File: config.mk
export PLATFORM = sky130hd
export DESIGN_NAME = pcie_ext_capability_regs
export DESIGN_NICKNAME = d
export VERILOG_FILES = /design/src/ext_cap_pkg.sv /design/src/pcie_ext_capability_regs.sv /design/src/apb_access.sv /design/src/header_log_store.sv
export SDC_FILE = /design/constraint.sdc
export NUM_CORES = 1
export LEC_CHECK = 0
export ABC_AREA = 1
export BUFFER_PORTS_ARGS = -buffer_cell sky130_fd_sc_hd__buf_2
export CORE_AREA = 4 4 201 203
export DETAILED_ROUTE_END_ITERATION = 7
export DIE_AREA = 0 0 205 207
export SETUP_SLACK_MARGIN = 0.3
export SLEW_MARGIN = 40
export SYNTH_ARGS = -nofsm -noshare
export SYNTH_HDL_FRONTEND = slang
export SYNTH_SLANG_ARGS = --single-unit
File: constraint.sdc
create_clock -name clock -period 1.3 [get_ports clock]
set_input_delay 0.39 -clock clock [delete_from_list [all_inputs] [get_ports clock]]
set_output_delay 0.39 -clock clock [all_outputs]
set_load 0.02 [all_outputs]
File: src/ext_cap_pkg.sv
// package: register map, field layout and shared types of the extended capability bank
`default_nettype none
package ext_cap_pkg;
    localparam int unsigned addr_width = 12;
    localparam int unsigned data_width = 32;
    // register byte offsets
    localparam logic [11:0] error_header_log_word0_offset = 12'h11c;
    localparam logic [11:0] error_header_log_word1_offset = 12'h120;
    localparam logic [11:0] error_header_log_word2_offset = 12'h124;
    localparam logic [11:0] error_header_log_word3_offset = 12'h128;
    localparam logic [11:0] serial_number_cap_header_offset = 12'h180;
    localparam logic [11:0] serial_number_low_word_offset = 12'h184;
    localparam logic [11:0] serial_number_high_word_offset = 12'h188;
    localparam logic [11:0] virtual_channel_cap_header_offset = 12'h200;
    localparam logic [11:0] port_vc_capability_one_offset = 12'h204;
    localparam logic [11:0] write_lock_offset = 12'h300;
    // capability header fields
    localparam logic [15:0] serial_cap_identifier = 16'h0003;
    localparam logic [15:0] vc_cap_identifier = 16'h0002;
    localparam logic [3:0] cap_version_one = 4'h1;
    localparam logic [11:0] next_pointer_reset = 12'h000;
    // port vc capability 1 fields
    localparam logic [2:0] extended_vc_count_value = 3'h0;
    localparam logic [2:0] low_priority_vc_count_value = 3'h0;
    localparam logic [1:0] wrr_time_reference_value = 2'h0;
    localparam logic [1:0] entry_size_upstream = 2'h2;
    localparam logic [1:0] entry_size_downstream = 2'h0;
    localparam logic [31:0] word_reset = 32'h0000_0000;
    localparam logic [31:0] unmapped_read = 32'h0000_0000;

    // entry size code: 0 -> 1 bit, 1 -> 2 bits, 2 -> 4 bits, 3 -> 8 bits
    typedef enum logic [1:0] {
        entry_one_bit = 2'h0,
        entry_two_bit = 2'h1,
        entry_four_bit = 2'h2,
        entry_eight_bit = 2'h3
    } entry_size_type;

    typedef struct packed {
        logic [11:0] next_capability_pointer;
        logic [3:0] capability_version;
        logic [15:0] capability_identifier;
    } cap_header_type;

    typedef struct packed {
        logic [19:0] reserved_high;
        entry_size_type port_arb_table_entry_size;
        logic [1:0] wrr_time_reference;
        logic reserved_7;
        logic [2:0] low_priority_vc_count;
        logic reserved_3;
        logic [2:0] extended_vc_count;
    } port_vc_cap_one_type;

    typedef struct packed {
        logic [31:0] word3;
        logic [31:0] word2;
        logic [31:0] word1;
        logic [31:0] word0;
    } header_log_type;

    typedef struct packed {
        logic valid;
        logic write;
        logic [11:0] addr;
        logic [31:0] wdata;
    } bus_request_type;

    // width of the entry named by a size code, in bits
    function automatic logic [3:0] entry_bits(input entry_size_type code);
        case (code)
            entry_one_bit: entry_bits = 4'h1;
            entry_two_bit: entry_bits = 4'h2;
            entry_four_bit: entry_bits = 4'h4;
            default: entry_bits = 4'h8;
        endcase
    endfunction
endpackage
`default_nettype wire

File: src/pcie_ext_capability_regs.sv
// extended capability register bank: header log, serial number and vc capability words
//
// Functional notes
// - offset 0x11C reads sticky first header doubleword of first uncorrectable error
// - offset 0x120 reads sticky second header doubleword
// - offset 0x124 reads sticky third header doubleword
// - offset 0x128 reads sticky fourth header doubleword
// - serial capability header reads identifier 0x3 and version 0x1
// - serial low word at 0x184 is sticky, lockable, resets zero
// - serial high word at 0x188 is sticky, lockable, resets zero
// - vc capability header reads identifier 0x2 and version 0x1
// - vc next pointer resets to zero and is write-lockable
// - extended vc count reads zero
// - low priority extended vc count reads zero
// - time reference field reads zero, no time-based arbitration
// - upstream port reports entry size code 0x2, four-bit entries
// - downstream ports report entry size code zero
// - entry size codes 0..3 mean 1, 2, 4, 8 bit entries
`default_nettype none
module pcie_ext_capability_regs (
    input wire logic clock,
    input wire logic rst_n,
    input wire logic sticky_rst_n,
    input wire logic upstream_port,
    input wire logic psel,
    input wire logic penable,
    input wire logic pwrite,
    input wire logic [11:0] paddr,
    input wire logic [31:0] pwdata,
    output logic [31:0] prdata,
    output logic pready,
    output logic pslverr,
    input wire logic capture_valid,
    input wire ext_cap_pkg::header_log_type capture_header,
    input wire logic capture_rearm,
    output logic [63:0] serial_number,
    output logic [3:0] entry_width_bits
);
    // ----------------------------------------------------------------
    // bus front end and sticky header store
    // ----------------------------------------------------------------
    ext_cap_pkg::bus_request_type request;
    ext_cap_pkg::header_log_type header_log;

    apb_access u_apb_access (
        .clock(clock),
        .rst_n(rst_n),
        .psel(psel),
        .penable(penable),
        .pwrite(pwrite),
        .paddr(paddr),
        .pwdata(pwdata),
        .request(request)
    );

    header_log_store u_header_log_store (
        .clock(clock),
        .sticky_rst_n(sticky_rst_n),
        .capture_valid(capture_valid),
        .capture_header(capture_header),
        .rearm(capture_rearm),
        .header_log(header_log)
    );

    // ----------------------------------------------------------------
    // writable state
    // ----------------------------------------------------------------
    logic [31:0] serial_low;
    logic [31:0] serial_high;
    logic [11:0] serial_next_pointer;
    logic [11:0] vc_next_pointer;
    logic write_lock;
    logic unlocked_write;
    logic bus_write;
    logic bus_read_setup;

    assign bus_write = request.valid && request.write;
    // lockable fields take writes only while the lock is open
    assign unlocked_write = bus_write && !write_lock;
    assign bus_read_setup = psel && !penable && !pwrite;

    // the lock lives in the ordinary domain so a normal reset reopens it
    always_ff @(posedge clock or negedge rst_n) begin
        if (!rst_n) begin
            write_lock <= 1'b0;
        end else if (bus_write && request.addr == ext_cap_pkg::write_lock_offset) begin
            write_lock <= request.wdata[0];
        end
    end

    // serial words survive ordinary resets
    always_ff @(posedge clock or negedge sticky_rst_n) begin
        if (!sticky_rst_n) begin
            serial_low <= ext_cap_pkg::word_reset;
            serial_high <= ext_cap_pkg::word_reset;
        end else if (unlocked_write) begin
            if (request.addr == ext_cap_pkg::serial_number_low_word_offset) begin
                serial_low <= request.wdata;
            end
            if (request.addr == ext_cap_pkg::serial_number_high_word_offset) begin
                serial_high <= request.wdata;
            end
        end
    end

    // only bits 31:20 of the headers are writable; identifier and version are constants
    always_ff @(posedge clock or negedge rst_n) begin
        if (!rst_n) begin
            serial_next_pointer <= ext_cap_pkg::next_pointer_reset;
            vc_next_pointer <= ext_cap_pkg::next_pointer_reset;
        end else if (unlocked_write) begin
            if (request.addr == ext_cap_pkg::serial_number_cap_header_offset) begin
                serial_next_pointer <= request.wdata[31:20];
            end
            if (request.addr == ext_cap_pkg::virtual_channel_cap_header_offset) begin
                vc_next_pointer <= request.wdata[31:20];
            end
        end
    end

    // ----------------------------------------------------------------
    // read decode
    // ----------------------------------------------------------------
    ext_cap_pkg::cap_header_type serial_header;
    ext_cap_pkg::cap_header_type vc_header;
    ext_cap_pkg::port_vc_cap_one_type vc_cap_one;
    ext_cap_pkg::entry_size_type entry_size;
    logic [31:0] next_prdata;
    logic next_hit;

    always_comb begin
        entry_size = upstream_port ? ext_cap_pkg::entry_size_type'(ext_cap_pkg::entry_size_upstream)
            : ext_cap_pkg::entry_size_type'(ext_cap_pkg::entry_size_downstream);
        serial_header.capability_identifier = ext_cap_pkg::serial_cap_identifier;
        serial_header.capability_version = ext_cap_pkg::cap_version_one;
        serial_header.next_capability_pointer = serial_next_pointer;
        vc_header.capability_identifier = ext_cap_pkg::vc_cap_identifier;
        vc_header.capability_version = ext_cap_pkg::cap_version_one;
        vc_header.next_capability_pointer = vc_next_pointer;
        vc_cap_one = '0;
        vc_cap_one.extended_vc_count = ext_cap_pkg::extended_vc_count_value;
        vc_cap_one.low_priority_vc_count = ext_cap_pkg::low_priority_vc_count_value;
        vc_cap_one.wrr_time_reference = ext_cap_pkg::wrr_time_reference_value;
        vc_cap_one.port_arb_table_entry_size = entry_size;
    end

    always_comb begin
        next_hit = 1'b1;
        next_prdata = ext_cap_pkg::unmapped_read;
        case (paddr & 12'hffc)
            ext_cap_pkg::error_header_log_word0_offset: next_prdata = header_log.word0;
            ext_cap_pkg::error_header_log_word1_offset: next_prdata = header_log.word1;
            ext_cap_pkg::error_header_log_word2_offset: next_prdata = header_log.word2;
            ext_cap_pkg::error_header_log_word3_offset: next_prdata = header_log.word3;
            ext_cap_pkg::serial_number_cap_header_offset: next_prdata = serial_header;
            ext_cap_pkg::serial_number_low_word_offset: next_prdata = serial_low;
            ext_cap_pkg::serial_number_high_word_offset: next_prdata = serial_high;
            ext_cap_pkg::virtual_channel_cap_header_offset: next_prdata = vc_header;
            ext_cap_pkg::port_vc_capability_one_offset: next_prdata = vc_cap_one;
            ext_cap_pkg::write_lock_offset: next_prdata = {31'h0000_0000, write_lock};
            default: next_hit = 1'b0;
        endcase
    end

    // ----------------------------------------------------------------
    // registered bus answer: data latched in setup, ready in access
    // ----------------------------------------------------------------
    logic hit;

    always_ff @(posedge clock or negedge rst_n) begin
        if (!rst_n) begin
            prdata <= ext_cap_pkg::unmapped_read;
        end else if (bus_read_setup) begin
            prdata <= next_prdata;
        end
    end

    always_ff @(posedge clock or negedge rst_n) begin
        if (!rst_n) begin
            hit <= 1'b0;
        end else if (psel && !penable) begin
            hit <= next_hit;
        end
    end

    // ready rises with the first access cycle and stands for one cycle
    always_ff @(posedge clock or negedge rst_n) begin
        if (!rst_n) begin
            pready <= 1'b0;
            pslverr <= 1'b0;
        end else begin
            pready <= psel && !penable;
            pslverr <= psel && !penable && !next_hit;
        end
    end

    // ----------------------------------------------------------------
    // user-side outputs
    // ----------------------------------------------------------------
    always_ff @(posedge clock or negedge sticky_rst_n) begin
        if (!sticky_rst_n) begin
            serial_number <= '0;
            entry_width_bits <= 4'h0;
        end else begin
            serial_number <= {serial_high, serial_low};
            entry_width_bits <= ext_cap_pkg::entry_bits(entry_size);
        end
    end

    logic unused_hit;
    assign unused_hit = hit;
endmodule
`default_nettype wire

File: src/apb_access.sv
// apb slave front end: one wait-free access phase, turns a transfer into a request struct
`default_nettype none
module apb_access (
    input wire logic clock,
    input wire logic rst_n,
    input wire logic psel,
    input wire logic penable,
    input wire logic pwrite,
    input wire logic [11:0] paddr,
    input wire logic [31:0] pwdata,
    output ext_cap_pkg::bus_request_type request
);
    // the request is combinational so the bank can answer in the same access cycle
    always_comb begin
        request.valid = psel && penable;
        request.write = pwrite;
        request.addr = {paddr[11:2], 2'b00};
        request.wdata = pwdata;
    end

    logic unused_inputs;
    always_comb begin
        unused_inputs = clock ^ rst_n ^ paddr[1] ^ paddr[0];
    end
endmodule
`default_nettype wire

File: src/header_log_store.sv
// sticky four-word store for the header of the first reported uncorrectable error
`default_nettype none
module header_log_store (
    input wire logic clock,
    input wire logic sticky_rst_n,
    input wire logic capture_valid,
    input wire ext_cap_pkg::header_log_type capture_header,
    input wire logic rearm,
    output ext_cap_pkg::header_log_type header_log
);
    logic held;

    // only the first error is kept; a later capture is dropped until software rearms
    always_ff @(posedge clock or negedge sticky_rst_n) begin
        if (!sticky_rst_n) begin
            header_log <= '0;
        end else if (capture_valid && !held) begin
            header_log <= capture_header;
        end
    end

    // a capture in the rearm cycle wins and leaves the store held
    always_ff @(posedge clock or negedge sticky_rst_n) begin
        if (!sticky_rst_n) begin
            held <= 1'b0;
        end else if (capture_valid) begin
            held <= 1'b1;
        end else if (rearm) begin
            held <= 1'b0;
        end
    end
endmodule
`default_nettype wire

# Word level (Yosys, flattened, before mapping)
# Index checks and enable logic that the tools add are counted.
# word_totals
register_bits	320
latch_bits	0
ramBits	0
romBits	0
n_memories	0
# op_classes
addsub	0
mul	0
n_div	0
order_cmp	0
n_eq_ne	12
shift	0
mux	6
n_bitwise	0
n_reduce_logical	20
# op_table
cell	n
case mux 32 bit (10 select lines)	1
equality test 10 x 7 -> 1 bit, second input constant	7
equality test 10 x 8 -> 1 bit, second input constant	3
case mux 4 bit (3 select lines)	1
OR reduction 10 bit	1
logical AND 1 bit	8
AND reduction 2 bit	4
logical NOT 1 bit	5
two-way mux 1 bit	3
equality test 2 x 1 -> 1 bit, second input constant	1
equality test 2 bit, second input constant	1
logical NOT 2 bit	1
two-way mux 2 bit	1
nonzero test 2 bit	1

# Logic depth before layout (Yosys ltp)
# Gate-level depths: netlist of run 1.
# depth
ltp_word	5
mapped_depth	12

# Hierarchy
# A second synthesis of run 1 with hierarchy kept.
# unflattened
cells_unflattened	1716
hier_area_um2	14123.5
# by_module_without_submodules
mod	instances	cells_per_inst	area_per_inst_um2	seq_area_each_um2
pcie_ext_capability_regs	1	1110	8714.6	4729.5
header_log_store	1	558	5059.9	3228.1
apb_access	1	48	349.1	0.0

# Least setup slack after synthesis of run 1
# Ideal clock, no wire load.
# synth_path
kind	input -> register
start	in paddr[6]
end	reg vc_next_pointer[5]
setup_ns	0.122
arrival_ns	1.326
t_required_ns	1.178
path_slack_ns	-0.148
stages	7
path_buffers	1
path_cell_list	nor2_1 nand3_1 nor2_4 nand2_2 buf_2 nand2_1 o21ai_1
# synth_via
elab_chain_cells	2
# synth_lines
element	line	rtl
start, declared	pcie_ext_capability_regs.sv:28	input wire logic [11:0] paddr,
equality test 10 x 8 -> 1 bit	pcie_ext_capability_regs.sv:115	if (request.addr == ext_cap_pkg::virtual_channel_cap_header_offset) begin
AND reduction 2 bit (no source line)	--	
end signal, assigned	pcie_ext_capability_regs.sv:110	vc_next_pointer <= ext_cap_pkg::next_pointer_reset;
end signal, assigned	pcie_ext_capability_regs.sv:116	vc_next_pointer <= request.wdata[31:20];
end, declared	pcie_ext_capability_regs.sv:71	logic [11:0] vc_next_pointer;
# No other way between the ends.
# A chain may end at the register's enable or synchronous reset.

# Worst setup path in the final report of run 1
# layout_path
start	reg prdata[16]
end	out prdata[16]
# layout_rtl
element	line	rtl
start, declared	pcie_ext_capability_regs.sv:30	output logic [31:0] prdata,
start signal, assigned	pcie_ext_capability_regs.sv:172	prdata <= ext_cap_pkg::unmapped_read;
start signal, assigned	pcie_ext_capability_regs.sv:174	prdata <= next_prdata;
# No word-level cell between the ends.

==> flow_summary_export.csv, run 1 <==
group,metric,value,unit
logic_synthesis,synth_edf_count,0,
logic_synthesis,synthArstFlopShare,100,%
final_layout,syn_to_final_growth,72.8,%
logic_synthesis,synth_top_area_share,59.3,%
grt,grt_pass1_wl,80300,um
cts,htree_levels,2,
power_and_ir_drop,ir_drop,0.000783,V
cts,ctsLongestPathBuffers,3,
setup_path,crit_family,"flip-flops",
timing,hold_viol,0,
cts,clock_latency,0.55,ns
setup_path,endpoint_kind,"primary output",
grt,grt_max_degree,60,
cts,cts_sinks,318,
setup_path,cp_num_buf_inv,1,
cts,cts.clk_slew.worst_paths,0.06,ns
power_and_ir_drop,powerDensity,1120,nW/um^2
logic_synthesis,post-synth-top-count-cell,"nand2_1",
logic_synthesis,synth_top_family_by_area,"simple AND/OR/NAND/NOR gates",
grt,gr-total-overflow,0,
setup_path,startpoint_type,"flip-flop",
run,maxCapViolations,0,
power_and_ir_drop,p_comb_share,12.4,%
timing,drv_slew,0,
logic_synthesis,synth_fa_ha_area_share,0,%
setup_path,crit_required,0.91,ns
floorplan,core,38500,um^2
final_layout,layoutNonFillerInstCount,2463,
routing,postRouteAntennaNets,0,
logic_synthesis,synth_cells,1394,
final_layout,drive_gt1_share,56.6,%
setup_path,arrival,1.17,ns
timing,finalSetupViolCount,253,
routing,vias,12400,
setup_path,slowest_delay,0.45,ns
grt,grt_use_met2,42.7,%
power_and_ir_drop,clock_power_share,44.6,%
logic_synthesis,synth_top_area_cell,"dfrtp_1",
timing,finalCritPeriodShare,120,%
final_layout,fin_area,23200,um^2
floorplan,io_pins,283,
hold_path,worst_hold_path_type,"in -> reg",
timing,finClkSkew,0.0167,ns
grt,grt_use_met3,6.21,%
grt,antenna_found_initial,2,
power_and_ir_drop,seqPwrFrac,43.1,%
floorplan,die_h,207,um
logic_synthesis,syn-cell-area,13400,um^2
run_status,status,"finished, violations left",
place,port_buffers,278,
floorplan,start_util,34.9,%
logic_synthesis,netlist_top_cells_area,"dfrtp_1 (59%), nand2_1 (11%), mux2_2 (7.5%), nor2_1 (4.1%), inv_1 (3.1%)",
floorplan,rows,72,
routing,vias_per_cell,5.02,
setup_path,slowest_stage,"dfrtp_1",
routing,drc,0,
final_layout,final_nets,2097,
cts,cts-buffers-inserted,36,
logic_synthesis,synth_seq_area_share,59.3,%
routing,wire_per_inst,22.5,um
power_and_ir_drop,p_switching,6.40,mW
floorplan,die_area,42400,um^2
grt,grt_util_met1,31.0,%
place,place_area,16900,um^2
logic_synthesis,yosys.area_share.simple,21.7,%
setup_path,cp_cell_sequence,"buf_6",
place,place.gp.congestion,0.895,
routing,drt_first_pass_iters,5,
power_and_ir_drop,p_int,19.6,mW
logic_synthesis,synth_xor_xnor_area_share,0,%
timing,holdWs,0.0248,ns
place,post-place-cells,2258,
logic_synthesis,synth_cell_types,28,
logic_synthesis,yosys-top-cells-count,"nand2_1 (388), dfrtp_1 (318), nor2_1 (145)",
run_status,violations,"setup timing",
logic_synthesis,avgSynthCellArea,9.63,um^2
power_and_ir_drop,switching_share,24.6,%
logic_synthesis,synth_compound_area_share,5.63,%
timing,rsz0062_at_grt,"yes",
routing,drtIter0Drc,749,
floorplan,fp.dieW,205,um
timing,fin_crit,1.56,ns
place,place_hpwl,34900,um
timing,max_freq,641,MHz
routing,routed_wirelength,55500,um
setup_path,path_class,"reg -> out",
timing,layout_setup_ws,-0.259,ns
logic_synthesis,synth_mux_area_share,7.55,%
power_and_ir_drop,p_leak,11.6,nW
setup_path,cp_max_fo,2,
logic_synthesis,ys.flop_type,"dfrtp_1",
logic_synthesis,yosys_warnings,0,
grt,grt.total_usage,25.2,%
cts,cts_tree,"built",
grt,busiest_layer,"met2",
logic_synthesis,ys_ff_latch,318,
cts,root_buffer,"clkbuf_16",
grt,grt_pass1_vias,13100,
==> registers in the layout, summed over array words and instances, names as in the netlist <==
name	flops
u_header_log_store.header_log	128
serial_number	64
prdata	32
serial_high	32
serial_low	32
serial_next_pointer	12
vc_next_pointer	12
entry_width_bits	2
pready	1
pslverr	1
u_header_log_store.held	1
write_lock	1
==> through the flow <==
stage / total power [mW] / TNS (ns) / setup WS (ns) / utilization [%]
floorplan: 12.6 / -8.32 / -0.0989 / -
global placement: 13.7 / -66.89 / -0.687 / 44.0
finish: 26.0 / -26.25 / -0.259 / 60.3
CTS: 25.9 / -23.12 / -0.265 / 57.2
global route: 26.8 / -38.49 / -0.264 / 60.3
detailed placement: 13.8 / -67.30 / -0.626 / 44.0
==> power groups by stage <==
stage / Sequential [mW] / Combinational (mW) / Clock (mW)
2_1_floorplan: 11.1 / 1.46 / 0
3_3_place_gp: 11.3 / 2.42 / 0
3_5_place_dp: 11.3 / 2.47 / 0
4_1_cts: 11.2 / 3.08 / 11.7
5_1_grt: 11.3 / 3.43 / 12.1
6_report: 11.2 / 3.21 / 11.6
==> timing repair <==
item / CTS / global route
hold buffers: 3 / 0
buffers inserted: 78 / 15
endpoints found under the hold margin: 82 / 0
gates cloned: 39 / 3
resized for setup: 590 / 270
pin swaps: 77 / 75
setup endpoints to repair: 350 / 350
==> worst paths after layout <==
path                                start  slack (ns)  cells after the start                            endpoint
max                            prdata[16]       -0.26                      1                          prdata[16]
max reg2reg                    write_lock       -0.13                      8                     serial_high[27]
min in group asynchronous    sticky_rst_n        0.36                      2                      serial_low[25]
min                         capture_rearm        0.02                      2             u_header_log_store.held
min reg2reg                serial_low[19]        0.43                      0                   serial_number[19]
max in group asynchronous    sticky_rst_n        0.41                      3  u_header_log_store.header_log[127]
==> final cells by class <==
class | count | area, um^2
fillers | 3068 | 15300
flip-flops and latches | 318 | 7960
multi-input cells | 900 | 6870
repair buffers | 543 | 5910
clock buffers | 44 | 982
well taps | 518 | 648
inverters | 117 | 492
clock inverters | 22 | 353
diodes | 1 | 2.50
==> cells in the final DEF, fill, tap and decap left out, types with 41 or more instances in the layout <==
master   instances
buf_4           98
buf_12          58
nand3_1         41
mux2_4          69
buf_6          157
dfrtp_1        316
nor2_4          69
inv_1          101
o21ai_2         49
nand2_1        226
buf_2          169
nand2_4         84
nand2_2         84
nor2_1          62
==> per-layer routing <==
metal | vias to the layer above | part of all wire (%) | wire length (um)
met3 | 136 | 6.7 | 3720
met5 | - | 0.050 | 28
li1 | 5542 | - | -
met4 | 4 | 4.4 | 2430
met1 | 6198 | 39 | 21500
met2 | 494 | 50 | 27800
==> cell families after synthesis <==
family                 Yosys count
AND/OR/NAND/NOR                664
other                            1
AO/OA/AOI/OAI                  143
flip-flops                     318
buffers and inverters          178
multiplexers                    90
Note: power is estimated with default switching activity, not from simulation.
==> inputs of run 2 (changes only) <==
--- a/config.mk
+++ b/config.mk
@@ -7,11 +7,12 @@
 export LEC_CHECK = 0
 export ABC_AREA = 1
 export BUFFER_PORTS_ARGS = -buffer_cell sky130_fd_sc_hd__buf_2
-export CORE_AREA = 4 4 201 203
+export CORE_AREA = 4 4 206 208
 export DETAILED_ROUTE_END_ITERATION = 7
-export DIE_AREA = 0 0 205 207
+export DIE_AREA = 0 0 210 212
 export SETUP_SLACK_MARGIN = 0.3
 export SLEW_MARGIN = 40
 export SYNTH_ARGS = -nofsm -noshare
 export SYNTH_HDL_FRONTEND = slang
+export SYNTH_HIERARCHICAL = 1
 export SYNTH_SLANG_ARGS = --single-unit
==> run 2 against run 1 <==
Effect of this change: the run still ends with setup timing left; worst hold slack improved by 0.0089 ns; core utilization decreased by 3.4 points; area after synthesis increased by 5.2%; global-route usage decreased by 2.5 points; flip-flop and latch count unchanged; final area decreased by 0.47%; non-clock buffer count decreased by 45; sequential share of layout area increased by 0.16 points; register-to-register slack got worse by 0.06 ns; cell count increased by 9.3%; critical path type unchanged; critical endpoint is now prdata[31]; largest cell class unchanged.
==> flow_summary_export.csv, run 2 <==
group,metric,value,unit
routing,maxUsedRoutingLayer,"met5",
logic_synthesis,post-synth-top-count-cell,"nand2_1",
power_and_ir_drop,switching_share,26.4,%
floorplan,core,40600,um^2
timing,finalSetupViolCount,210,
power_and_ir_drop,seqPwrFrac,44.3,%
timing,fin_crit,1.52,ns
run_status,status,"finished, violations left",
logic_synthesis,synth_top_area_share,56.3,%
logic_synthesis,yosys_warnings,6,
setup_path,cp_cell_sequence,"buf_6",
setup_path,arrival,1.13,ns
final_layout,final_nets,2311,
final_layout,layout_commonest_cell,"nand2_1",
cts,cts.clk_slew.worst_paths,0.06,ns
timing,finalCritPeriodShare,117,%
place,place.gp.congestion,0.967,
timing,setup-tns-final,-28.53,ns
grt,antenna_found_initial,15,
routing,wl_met2,27100,um
final_layout,largest_register_ffs,128,
timing,max_freq,659,MHz
setup_path,startpoint_type,"flip-flop",
power_and_ir_drop,ir_drop,0.000780,V
cts,htree_levels,2,
setup_path,path_class,"reg -> out",
setup_path,crit_required,0.91,ns
floorplan,fp.dieW,210,um
logic_synthesis,ys_ff_latch,318,
timing,holdWs,0.0338,ns
routing,vias_per_cell,5.04,
power_and_ir_drop,p_leak,11.8,nW
timing,finClkSkew,0.0328,ns
setup_path,slowest_stage,"dfrtp_1",
routing,vias,13600,
power_and_ir_drop,powerDensity,1090,nW/um^2
final_layout,drive_gt1_share,47.4,%
hold_path,worst_hold_path_type,"in -> reg",
grt,grt_max_degree,66,
final_layout,mostFrequentLayoutCells,"nand2_1 (356), dfrtp_1 (317), buf_2 (167), nand3_1 (158), nand2_2 (151)",
logic_synthesis,synth_edf_count,0,
timing,rsz0062_at_grt,"yes",
routing,drc,0,
power_and_ir_drop,p_comb_share,12.5,%
setup_path,cp_max_fo,2,
routing,drt_first_pass_iters,5,
logic_synthesis,synthArstFlopShare,100,%
cts,cts_tree,"built",
cts,cts-buffers-inserted,35,
floorplan,start_util,34.8,%
logic_synthesis,synth_top_area_cell,"dfrtp_1",
grt,gr-total-overflow,0,
cts,root_buffer,"clkbuf_16",
routing,wl_met3,4150,um
grt,grt_pass1_wl,78100,um
setup_path,cp_num_buf_inv,1,
cts,clock_latency,0.55,ns
place,port_buffers,278,
routing,postRouteAntennaNets,0,
setup_path,slowest_delay,0.44,ns
timing,hold_viol,0,
logic_synthesis,synth_cells,1716,
timing,drv_slew,0,
routing,routed_wirelength,58100,um
final_layout,top_regs,"u_header_log_store/header_log: 128 flops, serial_number: 64 flops",
power_and_ir_drop,p_switching,6.68,mW
logic_synthesis,synth_cell_types,30,
logic_synthesis,syn-cell-area,14100,um^2
timing,slew-limit-headroom,65.1,%
floorplan,die_h,212,um
floorplan,rows,74,
final_layout,top_register,"u_header_log_store/header_log",
logic_synthesis,avgSynthCellArea,8.23,um^2
logic_synthesis,netlist_top_cells_area,"dfrtp_1 (56%), nand2_1 (16%), nand3_1 (7.5%), nor2_1 (3.8%), inv_1 (3.3%)",
floorplan,io_pins,283,
logic_synthesis,yosys-top-cells-count,"nand2_1 (620), dfrtp_1 (318), nand3_1 (211)",
routing,wire_per_inst,21.6,um
timing,tightest_slew,0.517,ns
floorplan,die_area,44500,um^2
cts,ctsLongestPathBuffers,3,
final_layout,syn_to_final_growth,63.6,%
run,maxCapViolations,0,
place,place_hpwl,35600,um
power_and_ir_drop,p_int,18.6,mW
power_and_ir_drop,clock_power_share,43.2,%
setup_path,endpoint_kind,"primary output",
logic_synthesis,synth_seq_area_share,56.3,%
grt,grt.total_usage,22.7,%
setup_path,crit_family,"flip-flops",
grt,grt_pass1_vias,12800,
logic_synthesis,ys.flop_type,"dfrtp_1",
run_status,violations,"setup timing",
routing,drtIter0Drc,1050,
cts,cts_sinks,318,
routing,wl_met1,24900,um
timing,layout_setup_ws,-0.218,ns
## run 2: path summary, 6_finish.rpt
check | from | to | slack (ns) | cells past startpoint
worst max register to register | write_lock | serial_high[18] | -0.19 | 8
worst min register to register | serial_low[19] | serial_number[19] | 0.42 | 0
max in group asynchronous | sticky_rst_n | u_header_log_store/header_log[26] | 0.33 | 3
worst min-delay path | upstream_port | entry_width_bits[2] | 0.03 | 1
worst max-delay path | prdata[31] | prdata[31] | -0.22 | 1
min in group asynchronous | sticky_rst_n | u_header_log_store/header_log[112] | 0.36 | 2
## run 2: repair_timing
| action | 4_1_cts | 5_1_grt |
|---|---|---|
| hold buffers | 2 | 0 |
| buffers inserted | 41 | 28 |
| resized for setup | 488 | 449 |
| hold endpoints to repair | 89 | 0 |
| pin swaps | 97 | 99 |
| gates cloned | 22 | 43 |
| endpoints found under the setup margin | 350 | 458 |
## run 2: area by class of cell
cell class                 count  area [um^2]
timing repair buffer         498         5400
multi-input combinational   1136         7110
clock buffer                  44          991
timing repair inverter         5         63.8
sequential                   318         7960
tap                          532          666
fill                        3406        17500
clock inverter                18          273
inverter                     136          637
antenna                        5         12.5
## run 2: routing by layer
layer / up-vias / global-route usage, %
met5: - / 0
met4: 18 / 7.00
met3: 117 / 5.14
met2: 505 / 34.6
met1: 6694 / 32.4
li1: 6229 / -
## run 2: logic make-up (layout without fill, tap and decap cells)
| kind of cell | Yosys count | after routing | share of synthesized area [%] |
|---|---|---|---|
| and+or+nand+nor | 1033 | 1036 | 31.0 |
| other | 2 | 9 | 0.0532 |
| DFF | 318 | 318 | 56.3 |
| AOI/OAI and AO/OA | 96 | 96 | 3.45 |
| buffers and inverters | 267 | 701 | 9.14 |
## run 2: per-stage QoR
stage | power (mW) | util, % | setup slack [ns] | cell area (um^2) | instances
2_1_floorplan | 12.2 | - | -0.257 | 14500 | 1718
4_1_cts | 24.2 | 50.0 | -0.241 | 20300 | 2616
5_1_grt | 26.1 | 57.0 | -0.238 | 23100 | 2691
6_report | 25.3 | 57.0 | -0.218 | 23100 | 2692
3_5_place_dp | 13.2 | 41.2 | -0.613 | 16700 | 2489
3_3_place_gp | 13.1 | 41.2 | -0.610 | 16700 | 2489
## run 2: power groups by stage
stage | Clock [mW] | Combinational, mW | Sequential (mW)
finish | 10.9 | 3.15 | 11.2
global route | 11.4 | 3.39 | 11.3
CTS | 11.0 | 2.20 | 11.0
detailed placement | 0 | 2.05 | 11.1
global placement | 0 | 2.00 | 11.1
floorplan | 0 | 1.14 | 11.0
==> inputs of run 3 (changes only) <==
--- a/config.mk
+++ b/config.mk
@@ -8,8 +8,10 @@
 export ABC_AREA = 1
 export BUFFER_PORTS_ARGS = -buffer_cell sky130_fd_sc_hd__buf_2
 export CORE_AREA = 4 4 206 208
+export CTS_BUF_LIST = sky130_fd_sc_hd__clkbuf_16
 export DETAILED_ROUTE_END_ITERATION = 7
 export DIE_AREA = 0 0 210 212
+export HOLD_SLACK_MARGIN = 0.03
 export SETUP_SLACK_MARGIN = 0.3
 export SLEW_MARGIN = 40
 export SYNTH_ARGS = -nofsm -noshare
==> constraint.sdc (replaced) <==
create_clock -name clock -period 1.7 [get_ports clock]
set_input_delay 0.51 -clock clock [delete_from_list [all_inputs] [get_ports clock]]
set_output_delay 0.51 -clock clock [all_outputs]
set_load 0.02 [all_outputs]
==> run 3 against run 2 <==
Effect of this change: the run now ends clean; critical endpoint is now serial_number[41]; cell count decreased by 3.2%; count of clock-buffer cells in the layout down 9; largest power group unchanged; via count shrank 7.9%.
==> flow_summary_export.csv, run 3 (synthesis gave the netlist of run 2 again) <==
group,metric,value,unit
final_layout,top_register,"u_header_log_store/header_log",
setup_path,path_class,"reg -> out",
cts,htree_levels,2,
routing,vias_per_cell,4.79,
setup_path,startpoint_type,"flip-flop",
timing,layout_setup_ws,0.0918,ns
setup_path,cp_num_buf_inv,1,
setup_path,slowest_delay,0.42,ns
setup_path,crit_family,"flip-flops",
run,maxCapViolations,0,
grt,gr-total-overflow,0,
cts,root_buffer,"clkbuf_16",
timing,finalSetupViolCount,0,
setup_path,slowest_stage,"dfrtp_1",
routing,routed_wirelength,51600,um
final_layout,syn_to_final_growth,41.0,%
setup_path,ff2ff_path_depth,6,
final_layout,multi_input_area,5710,um^2
setup_path,r2r-end,"serial_high[11]",
final_layout,area.sequential,7960,um^2
cts,cts.clk_slew.worst_paths,0.06,ns
cts,ctsLongestPathBuffers,3,
routing,drt_first_pass_iters,5,
final_layout,largest_register_ffs,128,
routing,postRouteAntennaNets,0,
hold_path,min-delay-start,"capture_rearm",
routing,drtIter0Drc,1060,
setup_path,r2r_slack,0.14,ns
power_and_ir_drop,powerDensity,874,nW/um^2
timing,hold_viol,0,
setup_path,cp_cell_sequence,"buf_6",
hold_path,hold_depth,2,
floorplan,rows,74,
final_layout,mostFrequentLayoutCells,"nand2_1 (519), dfrtp_1 (317), nand3_1 (203), buf_2 (166), nor2_1 (126)",
final_layout,fin_area,19900,um^2
routing,vias,12500,
final_layout,drive_gt1_share,32.7,%
cts,cts-buffers-inserted,35,
setup_path,arrival,1.10,ns
run_status,status,"completed",
final_layout,top_regs,"u_header_log_store/header_log: 128 flops, serial_number: 64 flops",
grt,grt_pass1_wl,71000,um
timing,fin_crit,1.61,ns
place,place_area,16600,um^2
power_and_ir_drop,p_leak,10.6,nW
setup_path,crit_required,1.19,ns
final_layout,layout_commonest_cell,"nand2_1",
cts,clock_latency,0.54,ns
floorplan,die_area,44500,um^2
hold_path,holdPathEnd,"u_header_log_store/held",
final_layout,fill_cells,3864,
place,place_hpwl,34800,um
grt,antenna_found_initial,11,
grt,grt_pass1_vias,12000,
setup_path,cp_max_fo,1,
timing,max_freq,622,MHz
floorplan,die_h,212,um
setup_path,r2r_start,"write_lock",
cts,cts_sinks,318,
cts,cts_tree,"built",
final_layout,final_nets,2228,
timing,finalCritPeriodShare,94.6,%
routing,drc,0,
setup_path,cp.depth,1,
place,place.gp.congestion,0.937,
power_and_ir_drop,total_power,17.4,mW
setup_path,endpoint_kind,"primary output",
floorplan,fp.dieW,210,um
power_and_ir_drop,ir_drop,0.000465,V
floorplan,io_pins,283,
place,port_buffers,278,
place,dp_slack,-0.315,ns
timing,rsz0062_at_grt,"yes",
setup_path,cp-startpoint,"serial_number[41]",
hold_path,worst_hold_path_type,"in -> reg",
grt,grt_max_degree,78,
timing,drv_slew,0,
floorplan,start_util,34.8,%
floorplan,core,40600,um^2
timing,finClkSkew,0.0171,ns
grt,grt.total_usage,20.5,%
routing,wire_per_inst,19.8,um
run 3: layout make-up:
| cell class | instances | area share (%) |
|---|---|---|
| repair inverters | 1 | 0.0817 |
| clock inverters | 26 | 1.11 |
| well taps | 532 | 3.34 |
| multi-input cells | 1133 | 28.7 |
| inverters | 136 | 3.01 |
| clock buffers | 35 | 4.40 |
| flip-flops and latches | 318 | 40.0 |
| repair buffers | 422 | 19.4 |
| diodes | 3 | 0.0377 |
run 3: stage by stage:
step                      setup TNS (ns)  hold WS [ns]  utilization, %  cells
after global placement            -23.43         0.391            41.0   2482
after floorplan                        0         0.214               -   1718
after detailed placement          -29.15         0.395            41.0   2482
final                                  0         0.166            49.1   2606
after CTS                              0         0.144            45.6   2561
after global routing                   0         0.139            49.1   2605
run 3: worst max-delay path by stage:
stage                                      to  slack, ns
after floorplan           vc_next_pointer[10]       0.02
after CTS                           prdata[5]       0.06
after global placement             prdata[31]      -0.31
final                       serial_number[41]       0.09
after detailed placement            prdata[1]      -0.32
after global routing        serial_number[41]       0.05
run 3: layer usage:
layer	global-route usage [%]	wire [um]
met5	0	111
met4	7.74	2110
met3	4.63	3220
met2	30.3	23400
met1	29.7	22800
run 3: repair_timing:
| action | CTS | global route |
|---|---|---|
| pin swaps | 3 | 44 |
| gates resized for setup | 207 | 312 |
| setup buffers | 16 | 20 |
| cloned | 0 | 22 |
| setup endpoints to repair | 138 | 208 |
| endpoints found under the hold margin | 28 | 0 |
| hold buffers | 2 | 0 |
run 3: report_power, final:
group | total [mW] | internal (mW) | switching, mW
clock | 7.39 | 4.24 | 3.15
sequential | 8.39 | 8.08 | 0.310
combinational | 1.62 | 0.613 | 1.00
